$ cat config.mk
export PLATFORM = sky130hd
export DESIGN_NAME = imc_misc_control
export DESIGN_NICKNAME = d
export VERILOG_FILES = /design/src/design/imc_pkg.sv /design/src/design/imc_serial_port.sv /design/src/design/imc_sync_scaler.sv /design/src/design/imc_misc_control.sv
export SDC_FILE = /design/constraint.sdc
export NUM_CORES = 1
export LEC_CHECK = 0
export BUFFER_PORTS_ARGS = -buffer_cell sky130_fd_sc_hd__buf_2
export CAP_MARGIN = 20
export CORE_UTILIZATION = 69
export DETAILED_ROUTE_END_ITERATION = 12
export PLACE_DENSITY_LB_ADDON = 0.08
export SLEW_MARGIN = 20
export SYNTH_ARGS = -nofsm -noshare
export SYNTH_HDL_FRONTEND = slang
export SYNTH_HIERARCHICAL = 1
export SYNTH_SLANG_ARGS = --single-unit
$ cat constraint.sdc
create_clock -name I_REF_CLK -period 11.65 [get_ports I_REF_CLK]
set_input_delay 3.495 -clock I_REF_CLK [delete_from_list [all_inputs] [get_ports I_REF_CLK]]
set_output_delay 3.495 -clock I_REF_CLK [all_outputs]
set_load 0.005 [all_outputs]
$ cat src/design/imc_pkg.sv
// Shared constants and types for the inertial unit control register bank
package imc_pkg;

    // Byte addresses on the serial register port
    localparam logic [6:0] RANGE_ID_ADDR = 7'h5E;
    localparam logic [6:0] MISC_CTRL_LO_ADDR = 7'h60;
    localparam logic [6:0] MISC_CTRL_HI_ADDR = 7'h61;

    // Control register reset value and bit layout
    localparam logic [15:0] MISC_CTRL_RESET = 16'h00C1;
    localparam logic [15:0] MISC_CTRL_MASK = 16'h03DF;
    localparam logic [15:0] FAST_BITS_MASK = 16'h03C3;
    localparam logic [15:0] SLOW_BITS_MASK = 16'h001C;
    localparam int BIT_BURST_WIDE = 9;
    localparam int BIT_BURST_DELTA = 8;
    localparam int BIT_LIN_COMP = 7;
    localparam int BIT_POP_ALIGN = 6;
    localparam int BIT_BANDWIDTH = 4;
    localparam int SYNC_MODE_LSB = 2;
    localparam int BIT_SYNC_POL = 1;
    localparam int BIT_DR_POL = 0;

    // Range identifier fixed low bits and default range code
    localparam logic [1:0] RANGE_FIXED_BITS = 2'h3;
    localparam logic [1:0] RANGE_CODE_RESET = 2'h0;

    // Sample-synchronisation modes
    typedef enum logic [1:0] {
        IMC_SYNC_INTERNAL = 2'b00,
        IMC_SYNC_DIRECT = 2'b01,
        IMC_SYNC_SCALED = 2'b10,
        IMC_SYNC_OUTPUT = 2'b11
    } imc_sync_mode_t;

    // Timing; cycle counts derived from the reference clock rate
    localparam int CLK_FREQ_MHZ = 100;
    localparam int APPLY_TIME_US = 200;
    localparam int APPLY_CYCLES = APPLY_TIME_US * CLK_FREQ_MHZ;
    localparam int REINIT_TIME_MS = 250;
    localparam int REINIT_CYCLES = REINIT_TIME_MS * 1000 * CLK_FREQ_MHZ;
    localparam int INT_SAMPLE_HZ = 2000;
    localparam int INT_SAMPLE_CYCLES = CLK_FREQ_MHZ * 1000000 / INT_SAMPLE_HZ;
    localparam int DR_PULSE_TIME_NS = 1000;
    localparam int DR_PULSE_CYCLES = DR_PULSE_TIME_NS * CLK_FREQ_MHZ / 1000;
    localparam logic [15:0] UPSCALE_RESET = 16'h07D0;
    localparam int SPI_FRAME_BITS = 16;

endpackage : imc_pkg

$ cat src/design/imc_serial_port.sv
// Serial register port: 16-bit frames, write or read request per frame
`timescale 1ns/100ps
module imc_serial_port (
    input wire logic i_clk,
    input wire logic i_rst,
    input wire logic i_sclk,
    input wire logic i_cs_n,
    input wire logic i_mosi,
    input wire logic [15:0] i_rd_word,
    output logic o_miso,
    output logic o_wr_stb,
    output logic [6:0] o_wr_addr,
    output logic [7:0] o_wr_data,
    output logic [6:0] o_rd_addr
);

    typedef struct packed {
        logic sclk_prev;
        logic cs_n_prev;
        logic [3:0] bit_cnt;
        logic [15:0] rx;
        logic [15:0] tx;
        logic wr_stb;
        logic [6:0] wr_addr;
        logic [7:0] wr_data;
        logic [6:0] rd_addr;
    } imc_spi_state_t;

    imc_spi_state_t s_reg;
    imc_spi_state_t s_next;

    // Clock idles high; input taken on rising edge, output moved on falling edge
    always_comb begin
        logic [15:0] rx_shift;
        rx_shift = {s_reg.rx[14:0], i_mosi};
        s_next = s_reg;
        s_next.wr_stb = 1'b0;
        s_next.sclk_prev = i_sclk;
        s_next.cs_n_prev = i_cs_n;
        if (i_cs_n) begin
            s_next.bit_cnt = 4'h0;
        end else if (s_reg.cs_n_prev) begin
            // Answer to the previous frame's read address
            s_next.tx = i_rd_word;
        end else if (!s_reg.sclk_prev && i_sclk) begin
            s_next.rx = rx_shift;
            s_next.bit_cnt = s_reg.bit_cnt + 4'h1;
            if (s_reg.bit_cnt == 4'(imc_pkg::SPI_FRAME_BITS - 1)) begin
                if (rx_shift[15]) begin
                    s_next.wr_stb = 1'b1;
                    s_next.wr_addr = rx_shift[14:8];
                    s_next.wr_data = rx_shift[7:0];
                end else begin
                    s_next.rd_addr = rx_shift[14:8];
                end
            end
        end else if (s_reg.sclk_prev && !i_sclk && s_reg.bit_cnt != 4'h0) begin
            s_next.tx = {s_reg.tx[14:0], 1'b0};
        end
    end

    always_ff @(posedge i_clk) begin
        if (i_rst) begin
            s_reg <= '0;
            s_reg.sclk_prev <= 1'b1;
            s_reg.cs_n_prev <= 1'b1;
        end else begin
            s_reg <= s_next;
        end
    end

    assign o_miso = s_reg.tx[15];
    assign o_wr_stb = s_reg.wr_stb;
    assign o_wr_addr = s_reg.wr_addr;
    assign o_wr_data = s_reg.wr_data;
    assign o_rd_addr = s_reg.rd_addr;

endmodule : imc_serial_port

$ cat src/design/imc_sync_scaler.sv
// Sync pin edge detector and rate multiplier for scaled sync mode
`timescale 1ns/100ps
module imc_sync_scaler (
    input wire logic i_clk,
    input wire logic i_rst,
    input wire logic i_sync,
    input wire logic i_rise_sel,
    input wire logic [15:0] i_scale,
    output logic o_edge,
    output logic o_tick
);

    typedef struct packed {
        logic sync_prev;
        logic [31:0] period_cnt;
        logic [31:0] period;
        logic [31:0] acc;
        logic edge_seen;
        logic tick;
    } imc_scaler_state_t;

    imc_scaler_state_t s_reg;
    imc_scaler_state_t s_next;

    // Phase accumulator emits i_scale ticks per measured input period
    always_comb begin
        logic active_edge;
        logic [31:0] sum;
        active_edge = i_rise_sel ? (!s_reg.sync_prev && i_sync) : (s_reg.sync_prev && !i_sync);
        sum = s_reg.acc + {16'h0000, i_scale};
        s_next = s_reg;
        s_next.sync_prev = i_sync;
        s_next.edge_seen = active_edge;
        s_next.tick = 1'b0;
        if (s_reg.period_cnt != 32'hFFFF_FFFF) begin
            s_next.period_cnt = s_reg.period_cnt + 32'h0000_0001;
        end
        if (active_edge) begin
            s_next.period = s_reg.period_cnt + 32'h0000_0001;
            s_next.period_cnt = 32'h0000_0000;
            s_next.acc = 32'h0000_0000;
            // The edge is itself a sample instant, else only K-1 ticks fit
            s_next.tick = (s_reg.period != 32'h0000_0000);
        end else if (s_reg.period != 32'h0000_0000) begin
            if (sum >= s_reg.period) begin
                s_next.tick = 1'b1;
                s_next.acc = sum - s_reg.period;
            end else begin
                s_next.acc = sum;
            end
        end
    end

    // Until the first edge is seen the period is zero and no tick is made
    always_ff @(posedge i_clk) begin
        if (i_rst) begin
            s_reg <= '0;
        end else begin
            s_reg <= s_next;
        end
    end

    assign o_edge = s_reg.edge_seen;
    assign o_tick = s_reg.tick;

endmodule : imc_sync_scaler

$ cat src/design/imc_misc_control.sv
// Range identifier and miscellaneous control register bank with sample timing
//
// How it works
// Range identifier shows gyro range code in bits 3:2, bits 1:0 read 11.
// Host writes zero to control bit 5, which is unused.
// Control bit 9 selects 32-bit burst words when one, 16-bit when zero.
// New burst type takes effect only after a full data-ready cycle.
// Control bit 8 selects delta data in burst when one, raw when zero.
// Bits 9,8,7,6,1,0 may take up to 200 us before readback shows them.
// Control bit 7 enables linear-acceleration compensation of gyro outputs.
// Control bit 6 enables relocating accelerometers to the package corner.
// Changing bandwidth bit 4 reinitialises sensors for up to 250 ms.
// Bandwidth bit zero means wide bandwidth, one means 370 Hz.
// Sync code 00 samples from the internal 2 kHz clock.
// Sync code 01 samples directly on edges of an external sync clock.
// Sync code 10 multiplies a slow external sync clock up to sample rate.
// Sync code 11 samples internally and drives sample instants on sync pin.
// Host may write sync mode and upscale together, then wait for data ready.
// Control bit 1 picks the sync active edge, one rising, zero falling.
// Control bit 0 sets data-ready polarity, one active high, zero low.
// Control bits 15 to 10 ignore writes and read back as zero.
`timescale 1ns/100ps
module imc_misc_control #(
    parameter int APPLY_CYCLES = imc_pkg::APPLY_CYCLES,
    parameter int REINIT_CYCLES = imc_pkg::REINIT_CYCLES,
    parameter int INT_SAMPLE_CYCLES = imc_pkg::INT_SAMPLE_CYCLES,
    parameter logic [15:0] UPSCALE_FACTOR = imc_pkg::UPSCALE_RESET,
    parameter logic [1:0] GYRO_RANGE_CODE = imc_pkg::RANGE_CODE_RESET
) (
    input wire logic I_REF_CLK,
    input wire logic I_RESET,
    input wire logic I_SCLK,
    input wire logic I_CS_N,
    input wire logic I_MOSI,
    input wire logic I_SYNC,
    output logic O_MISO,
    output logic O_SYNC,
    output logic O_SYNC_OE,
    output logic O_SAMPLE_VALID_STROBE,
    output logic O_SAMPLE_TICK,
    output logic O_BURST_WIDE_WORDS,
    output logic O_BURST_DELTA_SEL,
    output logic O_LIN_ACCEL_COMP_EN,
    output logic O_POP_ALIGN_EN,
    output logic O_SENSOR_BANDWIDTH_SELECT,
    output logic O_SENSOR_REINIT,
    output logic [1:0] O_SYNC_MODE
);

    // Apply sequencer: running, waiting out readback delay, reinitialising
    typedef enum logic [1:0] {
        IMC_PH_RUN = 2'b00,
        IMC_PH_APPLY = 2'b01,
        IMC_PH_REINIT = 2'b10
    } imc_phase_t;

    typedef struct packed {
        imc_phase_t phase;
        logic [15:0] misc_control;
        logic [15:0] written;
        logic [31:0] timer;
        logic rearm;
        logic [31:0] int_cnt;
        logic [15:0] pulse_cnt;
        logic sample_tick;
        logic dr_pin;
        logic sync_out;
        logic sync_oe;
        logic burst_wide;
        logic burst_delta;
    } imc_state_t;

    imc_state_t s_reg;
    imc_state_t s_next;

    logic wr_stb;
    logic [6:0] wr_addr;
    logic [7:0] wr_data;
    logic [6:0] rd_addr;
    logic [15:0] rd_word;
    logic ext_edge;
    logic scaled_tick;
    logic [1:0] shown_mode;

    assign shown_mode = s_reg.misc_control[imc_pkg::SYNC_MODE_LSB +: 2];

    // Serial register port
    imc_serial_port u_port (
        .i_clk(I_REF_CLK),
        .i_rst(I_RESET),
        .i_sclk(I_SCLK),
        .i_cs_n(I_CS_N),
        .i_mosi(I_MOSI),
        .i_rd_word(rd_word),
        .o_miso(O_MISO),
        .o_wr_stb(wr_stb),
        .o_wr_addr(wr_addr),
        .o_wr_data(wr_data),
        .o_rd_addr(rd_addr)
    );

    // External sync edge detection and rate multiplication
    imc_sync_scaler u_scaler (
        .i_clk(I_REF_CLK),
        .i_rst(I_RESET),
        .i_sync(I_SYNC),
        .i_rise_sel(s_reg.misc_control[imc_pkg::BIT_SYNC_POL]),
        .i_scale(UPSCALE_FACTOR),
        .o_edge(ext_edge),
        .o_tick(scaled_tick)
    );

    // Read data; odd byte addresses return the word of their even partner
    always_comb begin
        if ({rd_addr[6:1], 1'b0} == imc_pkg::RANGE_ID_ADDR) begin
            rd_word = {12'h000, GYRO_RANGE_CODE, imc_pkg::RANGE_FIXED_BITS};
        end else if ({rd_addr[6:1], 1'b0} == imc_pkg::MISC_CTRL_LO_ADDR) begin
            rd_word = s_reg.misc_control;
        end else begin
            rd_word = 16'h0000;
        end
    end

    // Next state of the whole bank
    always_comb begin
        logic [15:0] wr_val;
        logic tick;
        logic active;
        logic sync_pol;
        logic dr_pol;
        wr_val = s_reg.written;
        tick = 1'b0;
        active = 1'b0;
        sync_pol = s_reg.misc_control[imc_pkg::BIT_SYNC_POL];
        dr_pol = s_reg.misc_control[imc_pkg::BIT_DR_POL];
        s_next = s_reg;

        // Register writes land in a shadow copy; unused bits are dropped
        if (wr_stb && wr_addr == imc_pkg::MISC_CTRL_LO_ADDR) begin
            wr_val[7:0] = wr_data & imc_pkg::MISC_CTRL_MASK[7:0];
        end
        if (wr_stb && wr_addr == imc_pkg::MISC_CTRL_HI_ADDR) begin
            wr_val[15:8] = wr_data & imc_pkg::MISC_CTRL_MASK[15:8];
        end
        s_next.written = wr_val;

        // Sequencer: fast bits after the apply delay, slow bits after reinit
        unique case (s_reg.phase)
            IMC_PH_RUN: begin
                if (wr_stb) begin
                    s_next.phase = IMC_PH_APPLY;
                    s_next.timer = 32'(APPLY_CYCLES - 1);
                end
            end
            IMC_PH_APPLY: begin
                if (wr_stb) begin
                    // A further write restarts the wait so both bytes go together
                    s_next.timer = 32'(APPLY_CYCLES - 1);
                end else if (s_reg.timer != 32'h0000_0000) begin
                    s_next.timer = s_reg.timer - 32'h0000_0001;
                end else begin
                    s_next.misc_control = (s_reg.misc_control & ~imc_pkg::FAST_BITS_MASK)
                        | (s_reg.written & imc_pkg::FAST_BITS_MASK);
                    if ((s_reg.written & imc_pkg::SLOW_BITS_MASK)
                            != (s_reg.misc_control & imc_pkg::SLOW_BITS_MASK)) begin
                        s_next.phase = IMC_PH_REINIT;
                        s_next.timer = 32'(REINIT_CYCLES - 1);
                        s_next.rearm = 1'b0;
                    end else begin
                        s_next.phase = IMC_PH_RUN;
                    end
                end
            end
            IMC_PH_REINIT: begin
                // Sampling and data ready are silent; the host waits for them
                if (wr_stb) begin
                    s_next.rearm = 1'b1;
                end
                if (s_reg.timer != 32'h0000_0000) begin
                    s_next.timer = s_reg.timer - 32'h0000_0001;
                end else begin
                    s_next.misc_control = (s_reg.misc_control & ~imc_pkg::SLOW_BITS_MASK)
                        | (s_reg.written & imc_pkg::SLOW_BITS_MASK);
                    if (s_reg.rearm || wr_stb) begin
                        s_next.phase = IMC_PH_APPLY;
                        s_next.timer = 32'(APPLY_CYCLES - 1);
                    end else begin
                        s_next.phase = IMC_PH_RUN;
                    end
                end
            end
            default: begin
                s_next.phase = IMC_PH_RUN;
            end
        endcase

        // Sample clock source chosen by the shown sync mode
        if ((s_reg.phase == IMC_PH_REINIT) || (s_next.phase == IMC_PH_REINIT)) begin
            s_next.int_cnt = 32'h0000_0000;
        end else begin
            unique case (shown_mode)
                imc_pkg::IMC_SYNC_INTERNAL, imc_pkg::IMC_SYNC_OUTPUT: begin
                    if (s_reg.int_cnt >= 32'(INT_SAMPLE_CYCLES - 1)) begin
                        s_next.int_cnt = 32'h0000_0000;
                        tick = 1'b1;
                    end else begin
                        s_next.int_cnt = s_reg.int_cnt + 32'h0000_0001;
                    end
                end
                imc_pkg::IMC_SYNC_DIRECT: begin
                    s_next.int_cnt = 32'h0000_0000;
                    tick = ext_edge;
                end
                imc_pkg::IMC_SYNC_SCALED: begin
                    s_next.int_cnt = 32'h0000_0000;
                    tick = scaled_tick;
                end
            endcase
        end
        s_next.sample_tick = tick;

        // Pulse timer shared by the data-ready pin and the sync output
        if (s_reg.phase == IMC_PH_REINIT) begin
            s_next.pulse_cnt = 16'h0000;
        end else if (tick) begin
            s_next.pulse_cnt = 16'(imc_pkg::DR_PULSE_CYCLES);
        end else if (s_reg.pulse_cnt != 16'h0000) begin
            s_next.pulse_cnt = s_reg.pulse_cnt - 16'h0001;
        end
        active = (s_next.pulse_cnt != 16'h0000);

        // Pin levels follow the polarity bits
        s_next.dr_pin = active ? dr_pol : ~dr_pol;
        s_next.sync_oe = (shown_mode == imc_pkg::IMC_SYNC_OUTPUT);
        s_next.sync_out = active ? sync_pol : ~sync_pol;

        // Burst layout is sampled at a data-ready edge, never mid-cycle
        if (tick) begin
            s_next.burst_wide = s_reg.misc_control[imc_pkg::BIT_BURST_WIDE];
            s_next.burst_delta = s_reg.misc_control[imc_pkg::BIT_BURST_DELTA];
        end
    end

    // Single state register
    always_ff @(posedge I_REF_CLK) begin
        if (I_RESET) begin
            s_reg <= '0;
            s_reg.phase <= IMC_PH_RUN;
            s_reg.misc_control <= imc_pkg::MISC_CTRL_RESET;
            s_reg.written <= imc_pkg::MISC_CTRL_RESET;
            s_reg.dr_pin <= ~imc_pkg::MISC_CTRL_RESET[imc_pkg::BIT_DR_POL];
            s_reg.sync_out <= ~imc_pkg::MISC_CTRL_RESET[imc_pkg::BIT_SYNC_POL];
        end else begin
            s_reg <= s_next;
        end
    end

    // Outputs taken straight from the state register
    assign O_SYNC = s_reg.sync_out;
    assign O_SYNC_OE = s_reg.sync_oe;
    assign O_SAMPLE_VALID_STROBE = s_reg.dr_pin;
    assign O_SAMPLE_TICK = s_reg.sample_tick;
    assign O_BURST_WIDE_WORDS = s_reg.burst_wide;
    assign O_BURST_DELTA_SEL = s_reg.burst_delta;
    assign O_LIN_ACCEL_COMP_EN = s_reg.misc_control[imc_pkg::BIT_LIN_COMP];
    assign O_POP_ALIGN_EN = s_reg.misc_control[imc_pkg::BIT_POP_ALIGN];
    assign O_SENSOR_BANDWIDTH_SELECT = s_reg.misc_control[imc_pkg::BIT_BANDWIDTH];
    assign O_SENSOR_REINIT = (s_reg.phase == IMC_PH_REINIT);
    assign O_SYNC_MODE = shown_mode;

endmodule : imc_misc_control

== Word level (Yosys, flattened, before mapping) ==
Cells that the tools add are included.
Word-level totals
  word-level logic and storage cells: 146
  flip-flop bits (word level): 273
  output and inout port bits: 13
Operators by class
  muxes and demuxes: 40
  reductions and logical operators: 37
  equal/unequal tests: 22
  $lt $le $gt $ge: 2
  add/sub/neg operators: 7
  bitwise gates (word level): 9
Operator list (number)
  32-bit two-way mux: 7
  16-bit two-way mux: 9
  32-bit one-hot mux with 3 select lines: 1
  32-bit by 1-bit adder with 32-bit output (second input constant): 2
  32-bit one-hot mux with 2 select lines: 1
  32-bit nonzero test: 2
  18-bit two-way mux: 3
  33-bit two-way mux: 1
  32-bit by 11-bit adder with 32-bit output (second input constant): 1
  32-bit by 16-bit greater-or-equal comparator with 1-bit output (second input constant): 1
  32-bit greater-or-equal comparator: 1
  32-bit inequality test (second input constant): 1
  16-bit one-hot mux with 2 select lines: 1
  16-bit nonzero test: 2
  32-bit by 1-bit subtractor with 32-bit output (second input constant): 1
  32-bit subtractor: 1
  16-bit by 10-bit bitwise OR with 16-bit output: 1
  16-bit by 5-bit bitwise OR with 16-bit output: 1
  16-bit by 1-bit subtractor with 16-bit output (second input constant): 1
  5-bit AND reduction: 3
  7-bit equality test (second input constant): 2
  6-bit equality test (second input constant): 2
  1-bit two-way mux: 12
  2-bit OR reduction: 5
  25 further kinds: 55

== Longest topological paths before layout ==
Gate-level depths: netlist (run 1).
  depth after elaboration: 12
  mapped depth: 22

== By module ==
The synthesis (run 1) kept the hierarchy.
By module, submodules not included
  imc_sync_scaler: cells an instance 861, sequential area each 1981.9 µm², area an instance 6731.5 µm², instances 1
  imc_misc_control: cells an instance 628, sequential area each 2282.2 µm², area an instance 5466.5 µm², instances 1
  imc_serial_port: cells an instance 298, sequential area each 1201.2 µm², area an instance 2849.0 µm², instances 1

== Least setup slack after synthesis (run 1) ==
No wires, ideal clock.
  path kind: input to register
  start point: input I_SYNC
  end point: register u_scaler/s_reg[16] (netlist bit)
  path buffers: 2
  path slack: 6.846 ns
  required time: 11.528 ns
  stages: 8
  arrival: 4.683 ns
  cells stage by stage: nor2_1 nand2_1 o21ai_0 clkbuf_1 nor2_1 clkbuf_1 and3_1 a221o_1
On the way
  cells in the longest elaborated chain, start to end: 4
RTL lines
  from (decl): line imc_misc_control.sv:35  | input wire logic I_SYNC,
  1-bit zero test: line imc_sync_scaler.sv:29  | active_edge = i_rise_sel ? (!s_reg.sync_prev && i_sync) : (s_reg.sync_prev && !i_sync);
  1-bit logical AND: line imc_sync_scaler.sv:29
  1-bit two-way mux (*): line imc_sync_scaler.sv:29
  2-bit OR reduction (no source line) (*)
  to (signal assigned): line imc_sync_scaler.sv:59  | s_reg <= s_next;
  to (decl): line imc_sync_scaler.sv:22  | imc_scaler_state_t s_reg;
Mark *: on every way between the ends. The rest lies on a longest branch, timed or not.
A chain may end at the register's enable or synchronous reset.

==> results of run 1 <==
## critical path, cell delays in order, from the launching register on
cell	delay, ns
dfxtp_1	0.34
inv_1	0.12
ha_1	0.52
buf_2	0.26
## placed cells by master (no fill, tap or decap), types with 6 or more instances in the layout
cell / instances
a211o_1: 11
a211oi_1: 68
a211oi_2: 13
a21o_1: 28
a21oi_1: 133
a311oi_1: 14
a31oi_1: 14
a32oi_1: 6
and2_1: 18
and3_1: 23
buf_2: 17
buf_4: 13
clkbuf_16: 29
clkbuf_8: 6
clkinv_2: 6
conb_1: 33
dfxtp_1: 271
ha_1: 63
inv_1: 66
mux2i_1: 49
nand2_1: 159
nand2b_1: 40
nand3_1: 48
nand4_1: 20
nand4b_1: 10
nor2_1: 187
nor2b_1: 23
nor3_1: 37
nor3b_1: 9
nor4_1: 23
nor4b_1: 7
o211ai_1: 7
o21ai_0: 52
o21bai_1: 9
o22ai_1: 9
or2_2: 12
or3_1: 17
or4_1: 12
xnor2_1: 66
xor2_1: 62
## path summary, 6_finish.rpt
check / start / slack (ns) / to
worst min-delay path: s_reg[22] / 0.44 / s_reg[22]
worst max register to register: u_scaler/s_reg[10] / 6.75 / u_scaler/s_reg[16]
worst max-delay path: s_reg[119] / 6.39 / O_SENSOR_REINIT
worst min register to register: s_reg[22] / 0.44 / s_reg[22]
## power groups by stage
| stage | logic [W] | clock network, W | registers [W] |
|---|---|---|---|
| after global routing | 0.00139 | 0.000943 | 0.00103 |
| final | 0.00126 | 0.000890 | 0.00102 |
| after detailed placement | 0.00123 | 0 | 0.00104 |
| after CTS | 0.00124 | 0.000904 | 0.00102 |
| after floorplan | 0.00101 | 0 | 0.00103 |
| after global placement | 0.00121 | 0 | 0.00104 |
## per-layer routing
metal,vias to the layer above,share of wire [%],GRT usage (%)
met2,281,47,49.6
met4,0,1.9,6.99
met5,-,0,0
li1,6245,-,-
met3,46,4.9,3.76
met1,5861,46,38.9
## layout make-up
| cell class | instances | share of cell area (%) |
|---|---|---|
| clock buffers | 39 | 5.15 |
| flip-flops and latches | 271 | 33.9 |
| multi-input cells | 1363 | 55.4 |
| repair buffers | 30 | 1.14 |
| clock inverters | 10 | 0.673 |
| inverters | 66 | 1.55 |
| well taps | 275 | 2.15 |
## through the flow
step / total power [W] / std cells
3_3_place_gp: 0.00225 / 2005
5_1_grt: 0.00337 / 2054
6_report: 0.00318 / 2054
2_1_floorplan: 0.00204 / 1808
3_5_place_dp: 0.00228 / 2005
4_1_cts: 0.00317 / 2054
==> impl_metrics.ini, run 1 <==
[die]
io_pins = 19
die_w_um = 149
num_rows = 53
die_area_mm2 = 0.0223
coreArea_mm2 = 0.0212
start_util_pct = 70.7
dieHeight_um = 149

[sta]
tightest_slew_ns = 1.07
relSlewSlack_pct = 28.5
drv_slew = 0
post-route-period-util_pct = 45.2
max_freq_mhz = 190
finalWorstSetupSlack_ns = 6.39
skew_ns = 0.0124
setup_viol_count_final = 0
rsz0062_at_grt = false
fin_crit_ns = 5.26
hold_violations = 0
fin_setup_tns_ns = 0
holdWs_ns = 0.442

[placed_design]
dp_slack_ns = 5.96
place.gp.congestion = 0.896
dpl-instance-area_mm2 = 0.0151
dp_hpwl_mm = 22.8
port-buffer-count = 18

[worst_setup_path]
worstPathMaxFanout = 12
arrival_ns = 1.77
critPathLaunchType = flop
worst-setup-path-type = reg2out
r2r_cells = 18
endpoint_kind = primary output
cp_data_required_time_ns = 8.16

[power]
ir_drop_mv = 0.116
swShare_pct = 36.3
p_leak_nw = 6.19
clockPowerShare_pct = 28.0
p_per_area_mw_per_mm2 = 199
p_comb_share_pct = 39.7
p_int_w = 0.00202
power_switching_w = 0.00115
p_seq_share_pct = 32.2

[clock_network]
cts_buffer_depth = 3
post_cts_buffers = 0
cts_max_level = 1
cts-hold-fix-buffers = 0
root_buffer = clkbuf_16
cts_made_buffers = 28
clkTransAtPathRegs_ns = 0.06
cts_tree = yes
cts_resized = 0
clock-sinks = 271
clk_latency_ns = 0.54

[finish]
fin_util_pct = 75.5
largest_register_ffs = 103
nets = 1831
final_area_mm2 = 0.0160
diodes = 0
final_layout_size_suffix_gt1_share_pct = 7.36
fillers = 1569
multiInputGateArea_mm2 = 0.00885
seqCellArea_mm2 = 0.00543
syn_to_final_growth_pct = 6.90

[route]
wl_per_cell_um = 15.9
postRouteAntennaNets = 0
vias_per_cell = 6.05
wirelength_mm = 32.6
vias = 12433
drc_errors = 0
drt_pass1_iterations = 8
drt_iter0_markers = 751

[global_route]
grt_overflow = 0
grt_pass1_vias = 11221
grt_pass1_wl_mm = 53.7
grt_max_degree = 76
grt_antenna_before_repair = 0
grtUsageTotal_pct = 29.1

[job]
drv_cap = 0

[status]
status = finished, final reports clean

[yosys]
yosysWarnings = 6
synth_area_mm2 = 0.0150
syn-mean-instance-area_um2 = 8.41
syn_inst = 1777

[min_path]
hold_depth = 1
hold_class = reg2reg
(Power assumes the default switching activity.)
==> run 2: changes to the inputs <==
Settings changed: CORE_UTILIZATION 69 to 64.
Clock period 11.65 ns to 5.3 ns, I/O delays scaled along.
==> impl_metrics.ini, run 2 (synthesis gave the netlist of run 1 again) <==
[sta]
skew_ns = 0.0217
rsz0062_at_grt = false
fin_crit_ns = 4.63
max_freq_mhz = 216
post-route-period-util_pct = 87.4
fin_setup_tns_ns = 0
tightest_slew_ns = 1.07
setup_viol_count_final = 0
relSlewSlack_pct = 28.4
drv_slew = 0
hold_violations = 0
finalWorstSetupSlack_ns = 0.665

[placed_design]
place.gp.congestion = 0.908
dp_hpwl_mm = 23.0
port-buffer-count = 18
dp_slack_ns = 0.723

[clock_network]
clk_latency_ns = 0.55
clkTransAtPathRegs_ns = 0.06
cts_made_buffers = 29
cts_buffer_depth = 3
cts_resized = 0
root_buffer = clkbuf_16
cts_tree = yes
cts_max_level = 1
cts-hold-fix-buffers = 0
clock-sinks = 271
post_cts_buffers = 0

[global_route]
grt_antenna_before_repair = 0
grtUsageTotal_pct = 27.6
grt_pass1_vias = 11603
grt_pass1_wl_mm = 55.4
grt_max_degree = 129
grt_overflow = 0

[route]
drt_pass1_iterations = 7
drt_iter0_markers = 938
wirelength_mm = 32.8
wl_met1_mm = 15.5
wl_met2_mm = 15.6
highest_layer = met4
wl_met3_mm = 1.22
drc_errors = 0
vias = 12374
vias_per_cell = 5.91
postRouteAntennaNets = 0
wl_per_cell_um = 15.7

[worst_setup_path]
cp_common_cell = a21oi_1
reg2reg_from = u_scaler/s_reg[10]
r2r_end = u_scaler/s_reg[13]
endpoint_kind = flop
crit_start = u_scaler/s_reg[10]
critPathSlowestCell = or4_1
critPathLaunchType = flop
cp_slowest_stage_delay_ns = 0.49
r2r_cells = 18
worstPathMaxFanout = 19
rrSetupSlack_ns = 0.67
arrival_ns = 5.09
worst-setup-path-type = reg2reg
path_cells = ha_1 -> a21oi_1 -> a21oi_1 -> a211oi_1 -> nand2_1 -> a21oi_1 -> o21bai_1 -> a21oi_1 -> xnor2_1 -> ha_1 -> nand3_1 -> or4_1 -> nor2_1 -> o211a_1 -> a211o_1 -> buf_4 -> nand2_1 -> a311oi_1
cp_data_required_time_ns = 5.76
cp-endpoint = u_scaler/s_reg[13]

[power]
p_per_area_mw_per_mm2 = 441
ir_drop_mv = 0.416
p_leak_nw = 6.22

[finish]
syn_to_final_growth_pct = 7.53
fillers = 1868
multiInputGateArea_mm2 = 0.00884
seqCellArea_mm2 = 0.00543
nets = 1832
final_layout_size_suffix_gt1_share_pct = 7.46
final_cell_mix = dfxtp_1, nor2_1, nand2_1
largest_register_ffs = 103
mostFrequentLayoutCell = dfxtp_1
diodes = 0

[min_path]
hold_class = reg2reg
worstHoldStart = s_reg[22]

[die]
die_area_mm2 = 0.0240
dieHeight_um = 155
io_pins = 19
num_rows = 55
die_w_um = 155
coreArea_mm2 = 0.0228
start_util_pct = 65.6

[status]
status = finished, final reports clean

[job]
drv_cap = 0
==> run 2: cell types whose count changed in the layout (fill, tap and decap cells not counted), sizes merged <==
cell / change
clkbuf: +4
clkinv: -3
inv: +2
==> run 2: cell type report <==
class / instances / area share, %
Clock buffer: 43 / 5.40
Clock inverter: 9 / 0.654
Inverter: 66 / 1.54
Multi-Input combinational cell: 1363 / 55.0
Sequential cell: 271 / 33.7
Tap cell: 313 / 2.44
Timing Repair Buffer: 30 / 1.21
==> run 2: worst max-delay path: cells and delay by family, from the launching register on <==
family / cells / cell delay (ns)
XOR/XNOR: 1 / 0.11
AO/OA/AOI/OAI: 9 / 2.10
flip-flops: 1 / 0.33
buffers and inverters: 1 / 0.34
adder cells (fa/ha/maj): 2 / 0.66
AND/OR/NAND/NOR: 5 / 1.00
==> run 2: worst min-delay path by stage <==
stage	slack, ns	endpoint	cells after the start
6_report	0.44	s_reg[22]	1
5_1_grt	0.47	s_reg[116]	1
4_1_cts	0.45	s_reg[22]	1
3_5_place_dp	0.43	s_reg[22]	1
3_3_place_gp	0.42	s_reg[22]	1
2_1_floorplan	0.41	s_reg[22]	1
==> run 2: metrics by stage <==
step                      total power [W]  std cells  hold WS, ns  cell area, um2  utilization (%)
final                             0.00708       2095        0.442           16100             70.6
after global routing              0.00752       2095        0.470           16100             70.6
after CTS                         0.00708       2095        0.446           16100             70.6
after detailed placement          0.00502       2043        0.432           15100             66.3
after global placement            0.00498       2043        0.424           15100             66.3
after floorplan                   0.00449       1808        0.412           15100                -
==> run 2: power by group <==
| part | total, W | internal (W) | leakage, nW | switching, W |
|---|---|---|---|---|
| combinational | 0.00279 | 0.00112 | 3.53 | 0.00167 |
| clock | 0.00205 | 0.00123 | 0.486 | 0.000823 |
| sequential | 0.00225 | 0.00216 | 2.20 | 0.0000912 |
==> run 2: layer usage <==
layer | GRT usage, % | vias to the layer above
li1 | - | 6251
met1 | 36.9 | 5853
met2 | 47.9 | 228
met4 | 6.74 | 0
met5 | 0 | -
met3 | 2.75 | 42
